[config.mk]
export PLATFORM = sky130hd
export DESIGN_NAME = fru_uart
export DESIGN_NICKNAME = d
export VERILOG_FILES = /design/src/rtl/fru_pkg.sv /design/src/rtl/fru_uart.sv
export SDC_FILE = /design/constraint.sdc
export NUM_CORES = 1
export LEC_CHECK = 0
export BUFFER_PORTS_ARGS = -buffer_cell sky130_fd_sc_hd__buf_2
export CAP_MARGIN = 20
export CORE_MARGIN = 5
export CORE_UTILIZATION = 58
export DETAILED_ROUTE_END_ITERATION = 6
export PLACE_DENSITY = 0.85
export SETUP_SLACK_MARGIN = 0.05
export SYNTH_ARGS = -nofsm -noshare
export SYNTH_HDL_FRONTEND = slang
export SYNTH_SLANG_ARGS = --single-unit
export TNS_END_PERCENT = 30
[constraint.sdc]
create_clock -name pclk -period 4.8 [get_ports pclk]
set_input_delay 0.96 -clock pclk [delete_from_list [all_inputs] [get_ports pclk]]
set_output_delay 0.96 -clock pclk [all_outputs]
set_load 0.005 [all_outputs]
[src/rtl/fru_pkg.sv]
// constants and types of the fixed rate serial port
// assumes a single pclk domain and an APB slave wrapper in fru_uart
//
// Overview of operation
// - mode bits 0,1 select 8-bit frames
// - mode bits 1,0 select 9-bit frames
// - no shift, variable rate or timer modes
// - multiprocessor filter bit 5 does nothing
// - bit timing from 76.8 kHz reference
// - transmitter and receiver run concurrently
// - second byte dropped if first unread
// - buffer write loads tx, read gives rx
// - 8-bit frame: start, 8 data, stop
// - 8-bit mode stores stop bit as ninth
// - 9-bit frame: start, 8 data, ninth, stop
// - 9-bit mode sends software ninth bit
// - 9-bit mode stores ninth, ignores stop
// - baud is reference/16, doubled gives /8
// - baud doubling bit resets to zero
// - buffer write starts frame transmission
// - reception starts only while enabled
// - tx flag set at stop bit start
// - rx flag set mid stop bit
package fru_pkg;

    // ************************************************
    // timing
    // ************************************************
    localparam int REF_HZ = 76800;
    localparam int BAUD_SLOW = 4800;
    localparam int BAUD_FAST = 9600;
    localparam logic [4:0] TK_SLOW = 5'(REF_HZ / BAUD_SLOW);
    localparam logic [4:0] TK_FAST = 5'(REF_HZ / BAUD_FAST);
    localparam logic [2:0] LAST_DATA_BIT = 3'h7;

    // ************************************************
    // register map (index, byte address is four times it)
    // ************************************************
    localparam int ADDR_W = 12;
    localparam logic [7:0] IDX_CTRL = 8'h98;
    localparam logic [7:0] IDX_DATA = 8'h99;
    localparam logic [7:0] IDX_PWR = 8'h9a;
    localparam logic [ADDR_W-1:0] ADDR_CTRL = ADDR_W'({IDX_CTRL, 2'h0});
    localparam logic [ADDR_W-1:0] ADDR_DATA = ADDR_W'({IDX_DATA, 2'h0});
    localparam logic [ADDR_W-1:0] ADDR_PWR = ADDR_W'({IDX_PWR, 2'h0});
    localparam int PWR_DOUBLE_POS = 7;
    localparam logic [7:0] CTRL_RST = 8'h00;

    // control/status layout, bit 7 first
    typedef struct packed {
        logic frame_mode_select_hi;
        logic frame_mode_select_lo;
        logic multiproc_filter_bit;
        logic rx_enable;
        logic tx_ninth_bit;
        logic rx_ninth_bit;
        logic tx_done_flag;
        logic rx_done_flag;
    } fru_ctrl_t;

    typedef enum logic [1:0] {
        FRU_SEL_NONE = 2'b00,
        FRU_SEL_CTRL = 2'b01,
        FRU_SEL_DATA = 2'b10,
        FRU_SEL_PWR = 2'b11
    } fru_sel_t;

    typedef enum logic [2:0] {
        FRU_IDLE = 3'b000,
        FRU_START = 3'b001,
        FRU_DATA = 3'b010,
        FRU_NINTH = 3'b011,
        FRU_STOP = 3'b100
    } fru_state_t;

endpackage

[src/rtl/fru_uart.sv]
// fixed rate full duplex serial port with APB register access
// assumes ref_clk_in is the free running reference and rxd_in an
// asynchronous pin; both are synchronised here
//
// Register access over APB was chosen for this implementation.
`timescale 1ns/1ps
module fru_uart import fru_pkg::*; (
    // clock and reset
    input wire logic pclk,
    input wire logic presetn,
    // apb slave
    input wire logic psel,
    input wire logic penable,
    input wire logic pwrite,
    input wire logic [ADDR_W-1:0] paddr,
    input wire logic [31:0] pwdata,
    output logic [31:0] prdata,
    output logic pready,
    output logic pslverr,
    // serial pins and reference
    input wire logic ref_clk_in,
    input wire logic rxd_in,
    output logic txd_out
);

    // ************************************************
    // decode helpers
    // ************************************************
    // only 01 and 10 are frame modes; other codes stay silent
    function automatic logic mode_ok(input fru_ctrl_t c);
        mode_ok = c.frame_mode_select_hi ^ c.frame_mode_select_lo;
    endfunction

    function automatic logic mode_nine(input fru_ctrl_t c);
        mode_nine = c.frame_mode_select_hi & ~c.frame_mode_select_lo;
    endfunction

    function automatic fru_sel_t decode(input logic [ADDR_W-1:0] a);
        case (a)
            ADDR_CTRL: decode = FRU_SEL_CTRL;
            ADDR_DATA: decode = FRU_SEL_DATA;
            ADDR_PWR: decode = FRU_SEL_PWR;
            default: decode = FRU_SEL_NONE;
        endcase
    endfunction

    fru_ctrl_t ctrl;
    logic baud_double_bit;
    logic [7:0] rx_buf;
    logic ref_s1, ref_s2, ref_s3;
    logic rxd_s1, rxd_s2, rxd_s3;
    fru_state_t tx_state, rx_state;
    logic [4:0] tx_cnt, rx_cnt;
    logic [2:0] tx_bit, rx_bit;
    logic [7:0] tx_shift, rx_shift;
    logic tx_nine, tx_is_nine, rx_is_nine, rx_nine;

    // ************************************************
    // synchronisers and reference tick
    // ************************************************
    // first stage feeds only the second; third is for edges
    always_ff @(posedge pclk or negedge presetn) begin
        if (!presetn) begin
            ref_s1 <= 1'b0;
            ref_s2 <= 1'b0;
            ref_s3 <= 1'b0;
            rxd_s1 <= 1'b1;
            rxd_s2 <= 1'b1;
            rxd_s3 <= 1'b1;
        end else begin
            ref_s1 <= ref_clk_in;
            ref_s2 <= ref_s1;
            ref_s3 <= ref_s2;
            rxd_s1 <= rxd_in;
            rxd_s2 <= rxd_s1;
            rxd_s3 <= rxd_s2;
        end
    end

    // one enable per reference period, not a divided pclk
    wire ref_tick = ref_s2 & ~ref_s3;
    // 16 or 8 reference ticks per bit
    wire [4:0] tpb = baud_double_bit ? TK_FAST : TK_SLOW;
    wire [4:0] tpb_m1 = tpb - 5'h01;
    wire [4:0] half_m1 = (tpb >> 1) - 5'h01;

    // ************************************************
    // apb slave
    // ************************************************
    wire setup = psel & ~penable;
    wire acc = psel & penable & pready;
    wire fru_sel_t sel = decode(paddr);
    wire wr_ctrl = acc & pwrite & (sel == FRU_SEL_CTRL);
    wire wr_data = acc & pwrite & (sel == FRU_SEL_DATA);
    wire wr_pwr = acc & pwrite & (sel == FRU_SEL_PWR);
    // write data seen through the control field layout
    wire fru_ctrl_t wf = fru_ctrl_t'(pwdata[7:0]);

    // answer in the first access cycle, no wait states
    always_ff @(posedge pclk or negedge presetn) begin
        if (!presetn) begin
            pready <= 1'b0;
            pslverr <= 1'b0;
            prdata <= 32'h0;
        end else begin
            pready <= setup;
            pslverr <= setup & (sel == FRU_SEL_NONE);
            if (setup & ~pwrite) begin
                case (sel)
                    FRU_SEL_CTRL: prdata <= {24'h0, ctrl};
                    // separate receive register
                    FRU_SEL_DATA: prdata <= {24'h0, rx_buf};
                    FRU_SEL_PWR: prdata <= 32'(baud_double_bit) << PWR_DOUBLE_POS;
                    default: prdata <= 32'h0;
                endcase
            end
        end
    end

    // baud doubling starts low, slow rate
    always_ff @(posedge pclk or negedge presetn) begin
        if (!presetn) begin
            baud_double_bit <= 1'b0;
        end else if (wr_pwr) begin
            baud_double_bit <= pwdata[PWR_DOUBLE_POS];
        end
    end

    // ************************************************
    // transmitter
    // ************************************************
    wire tx_bit_end = ref_tick & (tx_cnt == tpb_m1);
    wire tx_last = tx_bit == LAST_DATA_BIT;
    wire tx_enter_stop = tx_bit_end & ((tx_state == FRU_NINTH) |
        ((tx_state == FRU_DATA) & tx_last & ~tx_is_nine));
    wire tx_load = wr_data & mode_ok(ctrl);

    // runs on its own, independent of the receiver
    always_ff @(posedge pclk or negedge presetn) begin
        if (!presetn) begin
            tx_state <= FRU_IDLE;
            tx_cnt <= 5'h0;
            tx_bit <= 3'h0;
            tx_shift <= 8'h0;
            tx_nine <= 1'b0;
            tx_is_nine <= 1'b0;
            txd_out <= 1'b1;
        end else if (tx_load) begin
            // write to buffer loads and starts a frame
            // a write mid frame restarts it; software should wait
            tx_state <= FRU_START;
            tx_cnt <= 5'h0;
            tx_bit <= 3'h0;
            tx_shift <= pwdata[7:0];
            tx_nine <= ctrl.tx_ninth_bit;
            tx_is_nine <= mode_nine(ctrl);
            txd_out <= 1'b0;
        end else if (ref_tick & (tx_state != FRU_IDLE)) begin
            tx_cnt <= tx_bit_end ? 5'h0 : tx_cnt + 5'h01;
            if (tx_bit_end) begin
                case (tx_state)
                    FRU_START: begin
                        tx_state <= FRU_DATA;
                        txd_out <= tx_shift[0];
                    end
                    FRU_DATA: begin
                        // least significant bit first
                        tx_shift <= tx_shift >> 1;
                        tx_bit <= tx_bit + 3'h1;
                        if (!tx_last) begin
                            txd_out <= tx_shift[1];
                        end else if (tx_is_nine) begin
                            tx_state <= FRU_NINTH;
                            txd_out <= tx_nine;
                        end else begin
                            tx_state <= FRU_STOP;
                            txd_out <= 1'b1;
                        end
                    end
                    FRU_NINTH: begin
                        tx_state <= FRU_STOP;
                        txd_out <= 1'b1;
                    end
                    FRU_STOP: tx_state <= FRU_IDLE;
                    default: tx_state <= FRU_IDLE;
                endcase
            end
        end
    end

    // ************************************************
    // receiver
    // ************************************************
    wire rx_bit_end = ref_tick & (rx_cnt == tpb_m1);
    wire rx_stop_mid = (rx_state == FRU_STOP) & rx_bit_end;
    // drop when the earlier byte is still flagged unread
    wire rx_commit = rx_stop_mid & ~ctrl.rx_done_flag;
    wire rx_fall = rxd_s3 & ~rxd_s2;

    always_ff @(posedge pclk or negedge presetn) begin
        if (!presetn) begin
            rx_state <= FRU_IDLE;
            rx_cnt <= 5'h0;
            rx_bit <= 3'h0;
            rx_shift <= 8'h0;
            rx_nine <= 1'b0;
            rx_is_nine <= 1'b0;
        end else if (!ctrl.rx_enable | !mode_ok(ctrl)) begin
            // disabled receiver drops any frame in flight
            rx_state <= FRU_IDLE;
        end else begin
            case (rx_state)
                FRU_IDLE: begin
                    // start on a falling edge
                    if (rx_fall) begin
                        rx_state <= FRU_START;
                        rx_cnt <= 5'h0;
                        rx_bit <= 3'h0;
                        rx_is_nine <= mode_nine(ctrl);
                    end
                end
                FRU_START: begin
                    if (ref_tick) begin
                        rx_cnt <= rx_cnt + 5'h01;
                        // mid start bit check rejects glitches
                        if (rx_cnt == half_m1) begin
                            rx_cnt <= 5'h0;
                            rx_state <= rxd_s2 ? FRU_IDLE : FRU_DATA;
                        end
                    end
                end
                FRU_DATA, FRU_NINTH, FRU_STOP: begin
                    if (ref_tick) begin
                        rx_cnt <= rx_bit_end ? 5'h0 : rx_cnt + 5'h01;
                    end
                    if (rx_bit_end) begin
                        case (rx_state)
                            FRU_DATA: begin
                                rx_shift <= {rxd_s2, rx_shift[7:1]};
                                rx_bit <= rx_bit + 3'h1;
                                if (rx_bit == LAST_DATA_BIT) begin
                                    rx_state <= rx_is_nine ? FRU_NINTH :
                                        FRU_STOP;
                                end
                            end
                            FRU_NINTH: begin
                                rx_nine <= rxd_s2;
                                rx_state <= FRU_STOP;
                            end
                            // back to idle at mid stop, ready for next
                            default: rx_state <= FRU_IDLE;
                        endcase
                    end
                end
                default: rx_state <= FRU_IDLE;
            endcase
        end
    end

    // holding register, loaded only when the old byte was taken
    always_ff @(posedge pclk or negedge presetn) begin
        if (!presetn) begin
            rx_buf <= 8'h0;
        end else if (rx_commit) begin
            rx_buf <= rx_shift;
        end
    end

    // ************************************************
    // control/status register
    // ************************************************
    // hardware sets win over a software clear in the same cycle
    always_ff @(posedge pclk or negedge presetn) begin
        if (!presetn) begin
            ctrl <= fru_ctrl_t'(CTRL_RST);
        end else begin
            if (wr_ctrl) begin
                ctrl.frame_mode_select_hi <= wf.frame_mode_select_hi;
                ctrl.frame_mode_select_lo <= wf.frame_mode_select_lo;
                ctrl.rx_enable <= wf.rx_enable;
                ctrl.tx_ninth_bit <= wf.tx_ninth_bit;
                ctrl.tx_done_flag <= wf.tx_done_flag;
                ctrl.rx_done_flag <= wf.rx_done_flag;
            end
            // bit 5 never stored, reads zero
            ctrl.multiproc_filter_bit <= 1'b0;
            if (tx_enter_stop) begin
                ctrl.tx_done_flag <= 1'b1;
            end
            if (rx_commit) begin
                ctrl.rx_done_flag <= 1'b1;
                // ninth bit in 9-bit, stop bit in 8-bit
                ctrl.rx_ninth_bit <= rx_is_nine ? rx_nine : rxd_s2;
            end
        end
    end
endmodule

After elaboration in Yosys (flattened, before gate mapping):

Index checks and enable logic that the tools add are counted.

* $add $sub $neg: 6
* equal/unequal tests: 29
* multiplexer cells: 50
* bitwise logic cells: 32
* reductions and logical operators: 23

Operators by type and width (count)
* two-way mux 3 bit: 19
* two-way mux 5 bit: 9
* == test 12 x 10 -> 1 bit, second input constant: 3
* two-way mux 8 bit: 4
* one-hot mux 8 bit (3 select lines): 1
* AND 1 bit: 21
* one-hot mux 3 bit (3 select lines): 2
* == test 5 bit: 3
* != test 3 bit, second input constant: 5
* one-hot mux 5 bit (3 select lines): 1
* AND reduction 5 bit: 3
* == test 3 x 2 -> 1 bit, second input constant: 4
* one-hot mux 3 bit (2 select lines): 2
* AND reduction 3 bit: 4
* nonzero test 2 bit: 6
* adder 5 x 1 -> 5 bit, second input constant: 2
* != test 2 bit, second input constant: 5
* == test 3 bit, second input constant: 3
* two-way mux 1 bit: 8
* inverter 1 bit: 8
* AND reduction 4 bit: 2
* adder 3 x 1 -> 3 bit, second input constant: 2
* == test 3 x 1 -> 1 bit, second input constant: 2
* one-hot mux 2 bit (3 select lines): 1
* other kinds (15): 20

* register bits: 99
* bits of input ports: 51
* logic and storage cells: 171

Logic depth before layout (Yosys ltp):

* depth in word-level cells: 7
* mapped depth: 8

Least setup slack after synthesis:

No wires, ideal clock.

* path kind: input-to-reg
* start: input paddr[8]
* end: register ctrl[1] (netlist bit)
* setup time: 0.124 ns
* data arrival time: 2.424 ns
* required time: 4.676 ns
* setup slack: 2.252 ns
* stages: 5
* path buffers: 1
* cells stage by stage: nor4b_1 nand3_1 or4_1 clkbuf_1 a211o_1

* longest elaborated chain between the ends: 5
* elaborated cells on any way between the ends: 7
* classes of those cells: 4 x eq/ne; 1 x mux; 1 x bitwise; 1 x reduce/logical

RTL lines
* from (decl): RTL line fru_uart.sv:15 `input wire logic [ADDR_W-1:0] paddr,`
* == test 12 x 10 -> 1 bit: RTL line fru_uart.sv:39 `case (a)`
* one-hot mux 2 bit (3 select lines) *: RTL line fru_uart.sv:39
* == test 2 x 1 -> 1 bit *: RTL line fru_uart.sv:93 `wire wr_ctrl = acc & pwrite & (sel == FRU_SEL_CTRL);`
* AND 1 bit *: RTL line fru_uart.sv:93
* nonzero test 2 bit (no line) *
* to (signal assigned): RTL line fru_uart.sv:275 `ctrl <= fru_ctrl_t'(CTRL_RST);`
* to (decl): RTL line fru_uart.sv:47 `fru_ctrl_t ctrl;`

Every way passes the cells marked *; elsewhere a longest branch is shown, timed or not.
A chain may end at the register's enable or synchronous reset.

Final worst setup path:

* start: input paddr[8]
* end: register tx_state[1]

* longest elaborated chain between the ends: 7
* elaborated cells on any way between the ends: 12
* classes of those cells: 5 x eq/ne; 2 x mux; 2 x bitwise; 3 x reduce/logical

RTL lines
* == test 12 x 10 -> 1 bit: RTL line fru_uart.sv:39
* one-hot mux 2 bit (3 select lines) *: RTL line fru_uart.sv:39
* == test 2 bit *: RTL line fru_uart.sv:94 `wire wr_data = acc & pwrite & (sel == FRU_SEL_DATA);`
* AND 1 bit *: RTL line fru_uart.sv:94
* AND 1 bit *: RTL line fru_uart.sv:136 `wire tx_load = wr_data & mode_ok(ctrl);`
* != test 3 bit (no line) or nonzero test 2 bit (tied branches)
* AND reduction 3 bit (no line)
* to (signal assigned): RTL line fru_uart.sv:141 `tx_state <= FRU_IDLE;`
* to (signal assigned): RTL line fru_uart.sv:151 `tx_state <= FRU_START;`
* to (signal assigned): RTL line fru_uart.sv:163 `tx_state <= FRU_DATA;`
* to (decl): RTL line fru_uart.sv:52 `fru_state_t tx_state, rx_state;`

Marks and branches as above.

==> results.ini <==
[clocking]
cts_buffers=9
cts.sinks=75
hold_buffers=0
clk_pin_slew_worst_paths_ns=0.08
cts_max_level=3
clk_path_buf_depth=2
post_cts_resized=0
cts_tree=done
cts_root_buffer=clkbuf_8
cts_setup_buffers=0
clkLatencyLatePin_ns=0.35

[worst_setup_path]
required_ns=5.03
startpoint=paddr[8]
worst-r2r-cell-count=7
cp-start-kind=input pin
cp.arrival_ns=2.93
worstSetupPathType=in -> reg
crit_fanout=18
path_cells=buf_2 > nor4b_1 > and4_1 > nand2_1 > a32o_1
timing.rr.start=ctrl[6]$_DFFE_PN0P_
endpoint_kind=flip-flop
slowest_stage=and4_1
worst_path_largest_cell_delay_ns=0.51

[synthesis]
synth_compound_area_share_pct=9.66
synth_seq_cells=75
synth_area_leaders=dfrtp_1 (47%), mux2_4 (5.2%), buf_4 (4.8%)
synth_ff_type=dfrtp_1
ys_warn_count=0
synth-xor-area-share_pct=1.17
synthCells=352
async_reset_ff_share_pct=100
synth.cell_area_um2=3740
synth_top_family_by_area=simple AND/OR/NAND/NOR gates
yosys.area.top_type_share_pct=47.5
synthSimpleGateAreaFrac_pct=17.3
synth_cell_types=48
synth-edff-count=0
muxShareOfSynthArea_pct=11.7
synth-seq-area-share_pct=50.3
synthAdderAreaFrac_pct=2.34
yosys.area.top_type=dfrtp_1
synth_area_per_cell_um2=10.6

[floorplan]
placeableCoreArea_um2=6310
top_level_ports=86
initial_core_util_pct=59.3
die_h_um=90.3
rows=29
die_w_um=90.3
die-area_um2=8160

[timing]
rsz0062_at_grt=false
finalSetupViolCount=0
hold_slack_ns=0.355
fmax_ghz=0.371
min_period_ns=2.70
max-slew-margin-rel_pct=28.7
hold_viol_final=0
period_share_pct=56.2
tns_ns=0
worst_pin_slew_ns=1.06
final_max_slew_viol_count=0
fin_skew_ns=0.0140
finalWorstSetupSlack_ns=2.10

[power_and_ir_drop]
switchingPower_uw=341
switching_share_pct=25.1
clkPwrFrac_pct=38.9
p_leak_uw=0.00198
p_per_area_nw_per_um2=331
comb_power_share_pct=8.6
internal-power_uw=1020
ir_drop_mv=0.228
finalPower_uw=1360
seq_power_share_pct=52.4

[finish]
drive_gt1_share_pct=22.7
num_antenna_cells=0
layout_common_cells=dfrtp_1 (71), buf_2 (37), nor2_1 (31), nand2_1 (29), a21oi_1 (27)
syn_to_final_growth_pct=9.29
fin_area_um2=4090
fin_nets=446
final_common_cell=dfrtp_1

[place]
pre_cts_ws_ns=1.78
dp_hpwl_um=5390
finalWeightedCongestion=0.849
place_area_um2=3880
port_buffers=37

[global_route]
grt_pass1_vias=2588
grt_pass1_wl_um=12600
grt.overflow.total=0
antenna_found_initial=0
grt.total_usage_pct=18.8
grt_max_degree=43

[hold_path]
hold_depth=0
min-delay-start=ref_s1$_DFF_PN0_
min_path_type=reg -> reg

[status]
status=finished, final reports clean

[drt]
wl_per_cell_um=16.1
via_count=2653
drtIter0Drc=182
via_per_inst=5.66
drt_wl_total_um=7560
drc=0
dr.pass1.iters=4
drtAntennaViolNets=0

[job]
maxCapViolCount=0

-- cell families after synthesis --
family,after synthesis
flops,75
compound gates,59
xor+xnor,5
buf+inv,46
simple gates,123
fa+ha+maj,7
other cells,1
mux,36
-- state kept, by name (all words and copies together) (netlist names), 3 cells and up --
register / cells
tx_cnt: 5
tx_shift: 8
rx_shift: 8
rx_buf: 8
rx_bit: 3
ctrl: 7
rx_state: 3
tx_bit: 3
prdata: 8
tx_state: 3
rx_cnt: 5
-- cell usage after synthesis, types with 4 or more instances --
cell,count
nand2_1,29
o21ai_0,11
ha_1,7
mux2_4,13
inv_1,10
a22oi_1,6
nor2b_1,7
mux2i_1,13
buf_4,24
nor2_1,31
nand2b_1,5
a21oi_1,27
nor3b_1,5
dfstp_2,4
mux2_2,10
dfrtp_1,71
nand3_1,13
and4_1,4
nor3_1,5
clkbuf_1,8
-- worst paths after layout --
path	endpoint	slack [ns]
setup / recovery	tx_state[1]$_DFFE_PN0P_	2.10
hold / removal	ref_s2$_DFF_PN0_	0.36
setup reg to reg	rx_bit[2]$_DFFE_PN0P_	2.56
hold reg to reg	ref_s2$_DFF_PN0_	0.36
max in group asynchronous	rxd_s2$_DFF_PN1_	3.05
min in group asynchronous	tx_shift[1]$_DFFE_PN0P_	0.74
-- metal layers --
| layer | up-vias | global-route usage (%) | share of wire, % |
|---|---|---|---|
| met5 | - | 0 | 0 |
| met4 | 0 | 7.32 | 2.0 |
| met3 | 15 | 3.25 | 3.9 |
| met2 | 62 | 30.5 | 50 |
| met1 | 1308 | 25.1 | 44 |
| li1 | 1268 | - | - |
-- power groups by stage --
stage	sequential (uW)	combinational, uW	clock, uW
6_report	711	117	528
5_1_grt	717	134	559
4_1_cts	710	118	534
3_5_place_dp	722	117	0
3_3_place_gp	720	111	0
2_1_floorplan	715	83.4	0
-- worst max-delay path: cells and delay by family --
family / cells / cell delay (ns)
compound gates: 1 / 0.41
simple gates: 3 / 1.45
buf+inv: 1 / 0.10
-- per-stage QoR --
stage / cells / util [%]
2_1_floorplan: 375 / -
3_3_place_gp: 454 / 61.4
3_5_place_dp: 454 / 61.4
4_1_cts: 469 / 64.8
5_1_grt: 469 / 64.8
6_report: 469 / 64.8
-- layout make-up --
cell class              count  area [um2]
flip-flops and latches     75        1880
repair buffers             38         193
inverters                  10        37.5
multi-input cells         254        1670
clock buffers               9         124
clock inverters             6        91.3
well taps                  77        96.3
fillers                   491        2220
No activity file was read; power rests on OpenSTA's default activity.
